**config.mk**
```make
export PLATFORM = sky130hd
export DESIGN_NAME = ivc_top
export DESIGN_NICKNAME = d
export VERILOG_FILES = /design/src/hdl/ivc_pkg.sv /design/src/hdl/ivc_top.sv
export SDC_FILE = /design/constraint.sdc
export NUM_CORES = 1
export LEC_CHECK = 0
export BUFFER_PORTS_ARGS = -buffer_cell sky130_fd_sc_hd__buf_2
export CAP_MARGIN = 30
export CORE_ASPECT_RATIO = 1.75
export CORE_MARGIN = 10
export CORE_UTILIZATION = 45
export CTS_CLUSTER_DIAMETER = 120
export DETAILED_ROUTE_END_ITERATION = 10
export PLACE_DENSITY = 0.73
export RECOVER_POWER = 50
export SLEW_MARGIN = 25
export SYNTH_ARGS = -nofsm -noshare
export SYNTH_HDL_FRONTEND = slang
export SYNTH_SLANG_ARGS = --single-unit
```
**constraint.sdc**
```tcl
create_clock -name mclk -period 5.25 [get_ports mclk]
set_clock_uncertainty 0.2 [all_clocks]
set_input_delay 0.2625 -clock mclk [delete_from_list [all_inputs] [get_ports mclk]]
set_output_delay 0.2625 -clock mclk [all_outputs]
set_load 0.1 [all_outputs]
```
**src/hdl/ivc_pkg.sv**
```systemverilog
package ivc_pkg;

  // ---------------------------------------------------------------
  // Vector addresses (one program word each)
  // ---------------------------------------------------------------
  localparam int unsigned    VEC_W                  = 5;
  localparam int unsigned    NUM_VEC                = 19;
  localparam logic [4:0]     RESET_VECTOR           = 5'h00;
  localparam logic [4:0]     EXT_LINE0_VECTOR       = 5'h01;
  localparam logic [4:0]     PIN_CHANGE_VECTOR      = 5'h02;
  localparam logic [4:0]     T1_MATCH_A_VECTOR      = 5'h03;
  localparam logic [4:0]     T1_MATCH_B_VECTOR      = 5'h04;
  localparam logic [4:0]     T1_OVERFLOW_VECTOR     = 5'h05;
  localparam logic [4:0]     T0_OVERFLOW_VECTOR     = 5'h06;
  localparam logic [4:0]     SERIAL_START_VECTOR    = 5'h07;
  localparam logic [4:0]     SERIAL_OVERFLOW_VECTOR = 5'h08;
  localparam logic [4:0]     NVM_READY_VECTOR       = 5'h09;
  localparam logic [4:0]     COMPARATOR_VECTOR      = 5'h0A;
  localparam logic [4:0]     CONVERTER_VECTOR       = 5'h0B;
  localparam logic [4:0]     WATCHDOG_VECTOR        = 5'h0C;
  localparam logic [4:0]     EXT_LINE1_VECTOR       = 5'h0D;
  localparam logic [4:0]     T0_MATCH_A_VECTOR      = 5'h0E;
  localparam logic [4:0]     T0_MATCH_B_VECTOR      = 5'h0F;
  localparam logic [4:0]     T0_CAPTURE_VECTOR      = 5'h10;
  localparam logic [4:0]     T1_MATCH_D_VECTOR      = 5'h11;
  localparam logic [4:0]     T1_FAULT_VECTOR        = 5'h12;

  // ---------------------------------------------------------------
  // Register map (byte addresses)
  // ---------------------------------------------------------------
  localparam int unsigned    ADDR_W                 = 8;
  localparam logic [7:0]     MCU_CONTROL_OFS        = 8'h00;
  localparam logic [7:0]     PIN_CHANGE_MASK_OFS    = 8'h04;
  localparam logic [7:0]     IRQ_ENABLE_OFS         = 8'h08;
  localparam logic [7:0]     IRQ_FLAG_OFS           = 8'h0C;
  localparam logic [7:0]     IRQ_STATUS_OFS         = 8'h10;

  // Fields of the MCU control register
  localparam int unsigned    SENSE0_LSB             = 0;
  localparam int unsigned    SENSE1_LSB             = 2;
  // Fields of the status register
  localparam int unsigned    STAT_VEC_LSB           = 0;
  localparam int unsigned    STAT_REQ_BIT           = 5;
  localparam int unsigned    STAT_LINE0_BIT         = 6;
  localparam int unsigned    STAT_LINE1_BIT         = 7;

  // Reset values
  localparam logic [3:0]     MCU_CONTROL_RST        = 4'h0;
  localparam logic [15:0]    PIN_CHANGE_MASK_RST    = 16'h0000;
  localparam logic [18:0]    IRQ_ENABLE_RST         = 19'h00000;

  // AXI responses
  localparam logic [1:0]     RESP_OKAY              = 2'h0;
  localparam logic [1:0]     RESP_SLVERR            = 2'h2;

  // Sense control for the two external lines
  typedef enum logic [1:0] {
    SENSE_LOW     = 2'h0,
    SENSE_ANY     = 2'h1,
    SENSE_FALLING = 2'h2,
    SENSE_RISING  = 2'h3
  } ivc_sense_t;

endpackage

```
**src/hdl/ivc_top.sv**
```systemverilog
`timescale 1ns/10ps
module ivc_top (
  input  wire logic                        mclk,
  input  wire logic                        rst,
  input  wire logic                        ce,
  input  wire logic [ivc_pkg::ADDR_W-1:0]  s_axi_awaddr,
  input  wire logic                        s_axi_awvalid,
  output logic                             s_axi_awready,
  input  wire logic [31:0]                 s_axi_wdata,
  input  wire logic [3:0]                  s_axi_wstrb,
  input  wire logic                        s_axi_wvalid,
  output logic                             s_axi_wready,
  output logic [1:0]                       s_axi_bresp,
  output logic                             s_axi_bvalid,
  input  wire logic                        s_axi_bready,
  input  wire logic [ivc_pkg::ADDR_W-1:0]  s_axi_araddr,
  input  wire logic                        s_axi_arvalid,
  output logic                             s_axi_arready,
  output logic [31:0]                      s_axi_rdata,
  output logic [1:0]                       s_axi_rresp,
  output logic                             s_axi_rvalid,
  input  wire logic                        s_axi_rready,
  input  wire logic                        ext_irq_line0,
  input  wire logic                        ext_irq_line1,
  input  wire logic [15:0]                 pin_change_sources,
  input  wire logic [13:0]                 periph_event,
  input  wire logic                        nvm_ready,
  input  wire logic                        cpu_global_ie,
  input  wire logic                        irq_ack,
  output logic                             irq_req,
  output logic [ivc_pkg::VEC_W-1:0]        irq_vector
);
  import ivc_pkg::*;

  // ---------------------------------------------------------------
  // Pin synchronisers
  // ---------------------------------------------------------------
  // Pads are sampled whatever the pin direction, so driving a pin from
  // software raises its interrupt. Low-level and pin-change wake are
  // modelled on mclk here; the clockless wake path lives in the pad ring.
  logic [17:0] pin_meta;
  logic [17:0] pin_sync;
  logic [17:0] pin_prev;
  logic [17:0] next_pin_meta;
  logic [17:0] next_pin_sync;
  logic [17:0] next_pin_prev;

  always_comb begin
    next_pin_meta = pin_meta;
    next_pin_sync = pin_sync;
    next_pin_prev = pin_prev;
    if (ce) begin
      next_pin_meta = {ext_irq_line1, ext_irq_line0, pin_change_sources};
      next_pin_sync = pin_meta;
      next_pin_prev = pin_sync;
    end
  end

  always_ff @(posedge mclk or posedge rst) begin
    if (rst) begin
      pin_meta <= '1;
      pin_sync <= '1;
      pin_prev <= '1;
    end else begin
      pin_meta <= next_pin_meta;
      pin_sync <= next_pin_sync;
      pin_prev <= next_pin_prev;
    end
  end

  // ---------------------------------------------------------------
  // Registers
  // ---------------------------------------------------------------
  logic [3:0]       mcu_control_reg;
  logic [15:0]      pin_change_mask_reg;
  logic [18:0]      irq_enable;
  logic [18:0]      irq_flag;
  logic [3:0]       next_mcu_control_reg;
  logic [15:0]      next_pin_change_mask_reg;
  logic [18:0]      next_irq_enable;
  logic [18:0]      next_irq_flag;

  ivc_sense_t       sense0;
  ivc_sense_t       sense1;
  logic             line0_now;
  logic             line1_now;
  logic             line0_edge;
  logic             line1_edge;
  logic             pc_toggle;
  logic [18:0]      ev_set;
  logic [18:0]      lvl_req;
  logic [18:0]      pending;
  logic [18:0]      sw_clear;
  logic [18:0]      ack_clear;

  assign sense0    = ivc_sense_t'(mcu_control_reg[SENSE0_LSB +: 2]);
  assign sense1    = ivc_sense_t'(mcu_control_reg[SENSE1_LSB +: 2]);
  assign line0_now = pin_sync[16];
  assign line1_now = pin_sync[17];

  // Edge detection runs on mclk only and so is dead while it stops
  function automatic logic edge_hit(input ivc_sense_t s, input logic now,
                                    input logic prev);
    case (s)
      SENSE_ANY:     edge_hit = now ^ prev;
      SENSE_FALLING: edge_hit = prev & ~now;
      SENSE_RISING:  edge_hit = now & ~prev;
      default:       edge_hit = 1'b0;
    endcase
  endfunction

  assign line0_edge = edge_hit(sense0, line0_now, pin_prev[16]);
  assign line1_edge = edge_hit(sense1, line1_now, pin_prev[17]);
  assign pc_toggle  = |((pin_sync[15:0] ^ pin_prev[15:0]) & pin_change_mask_reg);

  // Event sources, indexed by vector address
  assign ev_set = {periph_event[13:9], line1_edge, periph_event[8:6], 1'b0,
                   periph_event[5:0], pc_toggle, line0_edge, 1'b0};

  // Level sources are requested live, never latched
  always_comb begin
    lvl_req                   = '0;
    lvl_req[EXT_LINE0_VECTOR] = (sense0 == SENSE_LOW) & ~line0_now;
    lvl_req[EXT_LINE1_VECTOR] = (sense1 == SENSE_LOW) & ~line1_now;
    lvl_req[NVM_READY_VECTOR] = nvm_ready;
  end

  assign pending = (irq_flag | lvl_req) & irq_enable & {NUM_VEC{cpu_global_ie}};

  // ---------------------------------------------------------------
  // Bus slave
  // ---------------------------------------------------------------
  logic             wr_take;
  logic             rd_take;
  logic             next_awready;
  logic             next_wready;
  logic             next_bvalid;
  logic [1:0]       next_bresp;
  logic             next_arready;
  logic             next_rvalid;
  logic [31:0]      next_rdata;
  logic [1:0]       next_rresp;
  logic [31:0]      rd_word;
  logic             rd_hit;
  logic             wr_hit;
  logic             wr_low;

  // Address and data are taken together, so a lone channel simply waits
  assign wr_take = s_axi_awvalid & s_axi_wvalid & s_axi_awready & s_axi_wready;
  assign rd_take = s_axi_arvalid & s_axi_arready;
  assign wr_low  = s_axi_wstrb[0];

  always_comb begin
    rd_hit  = 1'b1;
    rd_word = '0;
    case (s_axi_araddr)
      MCU_CONTROL_OFS:     rd_word[3:0]  = mcu_control_reg;
      PIN_CHANGE_MASK_OFS: rd_word[15:0] = pin_change_mask_reg;
      IRQ_ENABLE_OFS:      rd_word[18:0] = irq_enable;
      IRQ_FLAG_OFS:        rd_word[18:0] = irq_flag | lvl_req;
      IRQ_STATUS_OFS: begin
        rd_word[STAT_VEC_LSB +: VEC_W] = irq_vector;
        rd_word[STAT_REQ_BIT]          = irq_req;
        rd_word[STAT_LINE0_BIT]        = line0_now;
        rd_word[STAT_LINE1_BIT]        = line1_now;
      end
      default:             rd_hit = 1'b0;
    endcase
  end

  always_comb begin
    case (s_axi_awaddr)
      MCU_CONTROL_OFS, PIN_CHANGE_MASK_OFS, IRQ_ENABLE_OFS,
      IRQ_FLAG_OFS, IRQ_STATUS_OFS: wr_hit = 1'b1;
      default:                      wr_hit = 1'b0;
    endcase
  end

  always_comb begin
    next_awready = 1'b0;
    next_wready  = 1'b0;
    next_bvalid  = s_axi_bvalid & ~s_axi_bready;
    next_bresp   = s_axi_bresp;
    next_arready = 1'b0;
    next_rvalid  = s_axi_rvalid & ~s_axi_rready;
    next_rdata   = s_axi_rdata;
    next_rresp   = s_axi_rresp;
    if (s_axi_awvalid & s_axi_wvalid & ~s_axi_awready & ~s_axi_bvalid) begin
      next_awready = 1'b1;
      next_wready  = 1'b1;
    end
    if (wr_take) begin
      next_bvalid = 1'b1;
      next_bresp  = wr_hit ? RESP_OKAY : RESP_SLVERR;
    end
    if (s_axi_arvalid & ~s_axi_arready & ~s_axi_rvalid) begin
      next_arready = 1'b1;
    end
    if (rd_take) begin
      next_rvalid = 1'b1;
      next_rdata  = rd_word;
      next_rresp  = rd_hit ? RESP_OKAY : RESP_SLVERR;
    end
  end

  // ---------------------------------------------------------------
  // Control registers and request flags
  // ---------------------------------------------------------------
  always_comb begin
    next_mcu_control_reg     = mcu_control_reg;
    next_pin_change_mask_reg = pin_change_mask_reg;
    next_irq_enable          = irq_enable;
    sw_clear                 = '0;
    if (wr_take) begin
      case (s_axi_awaddr)
        MCU_CONTROL_OFS:
          if (wr_low) next_mcu_control_reg = s_axi_wdata[3:0];
        PIN_CHANGE_MASK_OFS: begin
          if (s_axi_wstrb[0]) next_pin_change_mask_reg[7:0]  = s_axi_wdata[7:0];
          if (s_axi_wstrb[1]) next_pin_change_mask_reg[15:8] = s_axi_wdata[15:8];
        end
        IRQ_ENABLE_OFS: begin
          if (s_axi_wstrb[0]) next_irq_enable[7:0]   = s_axi_wdata[7:0];
          if (s_axi_wstrb[1]) next_irq_enable[15:8]  = s_axi_wdata[15:8];
          if (s_axi_wstrb[2]) next_irq_enable[18:16] = s_axi_wdata[18:16];
          next_irq_enable[RESET_VECTOR] = 1'b0;
        end
        IRQ_FLAG_OFS: begin
          if (s_axi_wstrb[0]) sw_clear[7:0]   = s_axi_wdata[7:0];
          if (s_axi_wstrb[1]) sw_clear[15:8]  = s_axi_wdata[15:8];
          if (s_axi_wstrb[2]) sw_clear[18:16] = s_axi_wdata[18:16];
        end
        default: ;
      endcase
    end
  end

  always_comb begin
    ack_clear = '0;
    if (irq_ack & irq_req) begin
      ack_clear[irq_vector] = 1'b1;
    end
  end

  // A source firing in the clearing cycle keeps its flag set
  genvar gi;
  generate
    for (gi = 0; gi < NUM_VEC; gi++) begin : g_flag
      assign next_irq_flag[gi] = ev_set[gi] |
                                 (irq_flag[gi] & ~(sw_clear[gi] | ack_clear[gi]));
    end
  endgenerate

  // ---------------------------------------------------------------
  // Vector selection towards the core
  // ---------------------------------------------------------------
  logic                 next_irq_req;
  logic [VEC_W-1:0]     next_irq_vector;
  logic [VEC_W-1:0]     best;

  always_comb begin
    best = RESET_VECTOR;
    for (int i = NUM_VEC - 1; i > 0; i--) begin
      if (pending[i]) best = VEC_W'(i);
    end
  end

  // Drop the request for one cycle after an ack so a stale vector is
  // never offered while the taken flag is still being cleared.
  always_comb begin
    next_irq_req    = (|pending) & ~irq_ack;
    next_irq_vector = (|pending) ? best : irq_vector;
  end

  always_ff @(posedge mclk or posedge rst) begin
    if (rst) begin
      mcu_control_reg     <= MCU_CONTROL_RST;
      pin_change_mask_reg <= PIN_CHANGE_MASK_RST;
      irq_enable          <= IRQ_ENABLE_RST;
      irq_flag            <= '0;
      irq_req             <= 1'b0;
      irq_vector          <= RESET_VECTOR;
      s_axi_awready       <= 1'b0;
      s_axi_wready        <= 1'b0;
      s_axi_bvalid        <= 1'b0;
      s_axi_bresp         <= RESP_OKAY;
      s_axi_arready       <= 1'b0;
      s_axi_rvalid        <= 1'b0;
      s_axi_rdata         <= '0;
      s_axi_rresp         <= RESP_OKAY;
    end else if (ce) begin
      mcu_control_reg     <= next_mcu_control_reg;
      pin_change_mask_reg <= next_pin_change_mask_reg;
      irq_enable          <= next_irq_enable;
      irq_flag            <= next_irq_flag;
      irq_req             <= next_irq_req;
      irq_vector          <= next_irq_vector;
      s_axi_awready       <= next_awready;
      s_axi_wready        <= next_wready;
      s_axi_bvalid        <= next_bvalid;
      s_axi_bresp         <= next_bresp;
      s_axi_arready       <= next_arready;
      s_axi_rvalid        <= next_rvalid;
      s_axi_rdata         <= next_rdata;
      s_axi_rresp         <= next_rresp;
    end
  end

endmodule

```
[Word level (Yosys, flattened, before mapping)]
Index checks and enable logic that the tools add are counted.
Word-level totals
  register bits after elaboration: 144
  output and inout bits: 47
  word-level logic and storage cells: 203
Operators by class
  multiplexer cells: 40
  equality and inequality tests: 14
  bitwise logic cells: 110
  $lt $le $gt $ge: 2
  reductions and logical operators: 18
Operators by type and width (number)
  $mux 5: 18
  $mux 19: 3
  $and 19x19->19: 2
  $and 1x1->1: 37
  $or 1x1->1: 36
  $eq 8x4->1 const B: 4
  $not 1->1: 30
  $pmux 8 s3: 1
  $reduce_and 4->1: 6
  $pmux 4 s5: 1
  $or 19x14->19: 1
  $reduce_or 19->1: 1
  $and 16x16->16: 1
  $eq 8x3->1 const B: 2
  $eq 8x5->1 const B: 2
  $logic_not 8->1: 2
  $mux 8: 2
  $pmux 4 s4: 1
  $reduce_or 16->1: 1
  $xor 16x16->16: 1
  $reduce_or 5->1: 2
  $eq 2x2->1 const B: 4
  $mux 1: 7
  $lt 5x6->1 const B: 1
  other kinds (11): 18

[Logic depth before layout (Yosys ltp)]
  word-level depth: 23
  gate-level depth with buffers: 7

[Worst setup path before layout]
OpenSTA, ideal clock, no wires.
  path type: reg2reg
  from: reg s_axi_wready
  to: reg pin_change_mask_reg[10]
  buffers on the path: 3
  data arrival time: 2.493 ns
  setup time: 0.125 ns
  clock period less this slack: 2.818 ns
  path slack: 2.432 ns
  data required time: 4.925 ns
  cell stages (with the launch flop): 8
  path through: dfrtp_1 > and3_1 > clkbuf_1 > and2_1 > clkbuf_1 > and4_1 > buf_4 > mux2_2
On the way
  word-level cells in the longest chain between the ends: 3
Ends and longest elaborated chain
  from (decl): RTL line ivc_top.sv:12  | output logic s_axi_wready,
  from (signal assigned): RTL line ivc_top.sv:299  | s_axi_wready <= next_wready;
  $and 1x1->1
  $and 1x1->1 *: RTL line ivc_top.sv:149  | assign wr_take = s_axi_awvalid & s_axi_wvalid & s_axi_awready & s_axi_wready;
  $reduce_and 4->1 (no source line) *
  to (signal assigned): RTL line ivc_top.sv:293  | pin_change_mask_reg <= next_pin_change_mask_reg;
  to (decl): RTL line ivc_top.sv:75  | logic [15:0] pin_change_mask_reg;
Every way passes the cells marked *; elsewhere a longest branch is shown, timed or not.
A chain may end at the register's enable or synchronous reset.

==> qor.yml <==
sta:
  fin_ws_ns: 2.36
  rsz0062_at_grt: "no"
  max-slew-margin-rel: -0.545
  final-max-slew-violation-count: 141
  fin_tns_setup_ns: 0
  period_share: 0.550
  setup_viol: 0
  min_period_ns: 2.89
  worstMarginPinSlew_ns: 2.32
  finalHoldViolCount: 0
  max_freq_mhz: 346
worst_setup_path:
  r2r_cells: 5
  required_ns: 5.36
  path_cells: "clkbuf_1 -> buf_4 -> nand3b_1 -> o21ai_0 -> a31oi_1 -> a21o_1"
  critical_path.max_stage_delay_ns: 1.18
  cp-end-kind: "register"
  crit_fanout: 62
  startpoint_type: "input port"
  crit_cells: 6
  critPathKind: "input port to register"
  crit_buf_inv: 2
  arrival_ns: 3.00
  critical_path.top_delay_family: "buffers and inverters"
  cpMaxStageDelayCell: "clkbuf_1"
placement:
  numPlacedInstances: 906
  dp_hpwl_um: 14700
  placed_cell_area_um2: 7850
  gp_congestion: 0.933
  place_worst_setup_slack_ns: 2.23
  port_buffers: 112
cts:
  cts-root-buf: "clkbuf_16"
  clk_pin_slew_ns: 0.07
  cts_tree: "built"
  cts_inserted_buffers: 17
  cts.sinks: 142
  h-tree-depth: 4
  clockBufferDepth: 2
  worstSkewPairLatency_ns: 0.43
detailed_routing:
  via_count: 5744
  drt_wl_total_um: 20200
  route.detailed.drc: 0
  wl_per_cell_um: 20.2
  viasPerCell: 5.75
  drtPass1Iterations: 5
  drt-initial-drc-count: 318
  ant_nets: 0
grt:
  met2_usage: 0.330
  grt_start_max_net_pins: 110
  grt_pass1_wl_um: 31800
  grt_use_total: 0.188
  use_met1: 0.202
  grt_pass1_vias: 5908
  antenna_found_initial: 2
  met3_usage: 0.0401
  grt_busiest_layer: "met2"
  grt.overflow.total: 0
cells_and_area:
  drive_gt1_frac: 0.389
  final_cell_mix: "111 x buf_2, 105 x mux2_2, 88 x dfrtp_1, 59 x dlygate4sd3_1, 52 x dfstp_2"
  fin_cells: 999
  seqCellArea_um2: 3620
  area_growth_pct: 25.6
  top_regs: "irq_flag x19, s_axi_rdata x19"
  multi_input_area_um2: 3300
  design_area_um2: 9020
  final_common_cell: "buf_2"
  num-nets-final: 894
  fillers: 1349
power_and_ir_drop:
  power_leakage_nw: 4.10
  worst_ir_drop_vdd_uv: 166
  power.density_nw_per_um2: 325
floorplanning:
  dieHeight_um: 187
  rows: 61
  ios: 142
  die_x_um: 116
  die-area_um2: 21600
  coreArea_um2: 15800
  start_util: 0.455
worst_hold_path:
  hold_depth: 3
  hp-class: "input port to register"
yosys:
  seq_area_frac_synth: 0.504
  synth_top_area_share: 0.306
  synthTopCellsByArea: "dfrtp_1 31%, dfstp_2 20%, mux2_2 16%"
  ys_types: 60
  synth_area_leader_cell: "dfrtp_1"
  async_flop_share: 1.00
  synth_ff_type: "dfrtp_1"
  yosysWarnings: 0
  synthCells: 631
  synth_edf_count: 0
  synth_area_um2: 7190
  avgSynthCellArea_um2: 11.4
  ys_ff_latch: 142
run:
  maxCapViolations: 3
outcome:
  status: "finished, violations left"
  violations: "max-capacitance violations, max-slew violations"
[path summary, 6_finish.rpt]
check / slack, ns / startpoint / endpoint
setup / recovery: 2.36 / ce / irq_flag[1]
hold / removal: 0.05 / s_axi_arvalid / s_axi_arready
setup reg to reg: 2.59 / pin_sync[17] / irq_vector[2]
hold reg to reg: 0.27 / s_axi_rdata[1] / s_axi_rdata[1]
max in group asynchronous: 2.50 / rst / pin_prev[16]
min in group asynchronous: 0.85 / rst / s_axi_bvalid
[power by group]
group | internal, mW | total, mW | switching (mW)
Sequential | 1.22 | 1.28 | 0.0598
Clock | 0.680 | 1.20 | 0.521
Combinational | 0.162 | 0.453 | 0.291
Total | 2.06 | 2.93 | 0.871
[through the flow]
stage	power (mW)	util	hold slack, ns
floorplan	1.61	-	0.158
global placement	1.69	0.496	0.257
detailed placement	1.71	0.497	0.260
CTS	2.95	0.571	0.0443
global route	3.04	0.571	0.0425
finish	2.93	0.571	0.0464
[routing by layer]
metal	wire, µm	vias to the layer above
li1	-	2650
met1	7420	2812
met2	10700	223
met3	1220	59
met4	887	0
met5	0	-
[worst register-to-register path: stages (launching register included)]
cell and delay, ns:
dfstp_2 0.58, nor3_1 0.13, o311ai_0 0.43, nand3b_1 0.19, o31ai_1 0.61, mux2_2 0.40
[area by class of cell]
class,instances,share of cell area
diodes,2,0.000555
multi-input cells,435,0.365
clock buffers,19,0.0527
repair buffers,177,0.132
inverters,22,0.00957
well taps,189,0.0262
flip-flops and latches,142,0.401
clock inverters,13,0.0129
[repair_timing]
item	in CTS	in global routing
hold buffers	59	0
gates resized for setup	0	0
endpoints found under the hold margin	133	0
buffers inserted	0	0
[kinds of logic after synthesis]
logic type,count (synthesis),share of synthesized area
fa+ha+maj,4,0.00697
compound gates,149,0.141
buf+inv,68,0.0448
simple gates,132,0.0994
flops,142,0.504
other cells,1,0.000522
mux,119,0.184
xor+xnor,16,0.0195
[Yosys cell counts (14+ instances only)]
cell and instances:
mux2_2 105, dfrtp_1 88, dfstp_2 54, nand2_1 46, o21ai_0 46, a22oi_1 24
inv_1 22, clkbuf_1 21, nor2_1 19, buf_4 17, nand3_1 16, xor2_1 16
mux2i_1 14
Note: power is estimated with default switching activity, not from simulation.
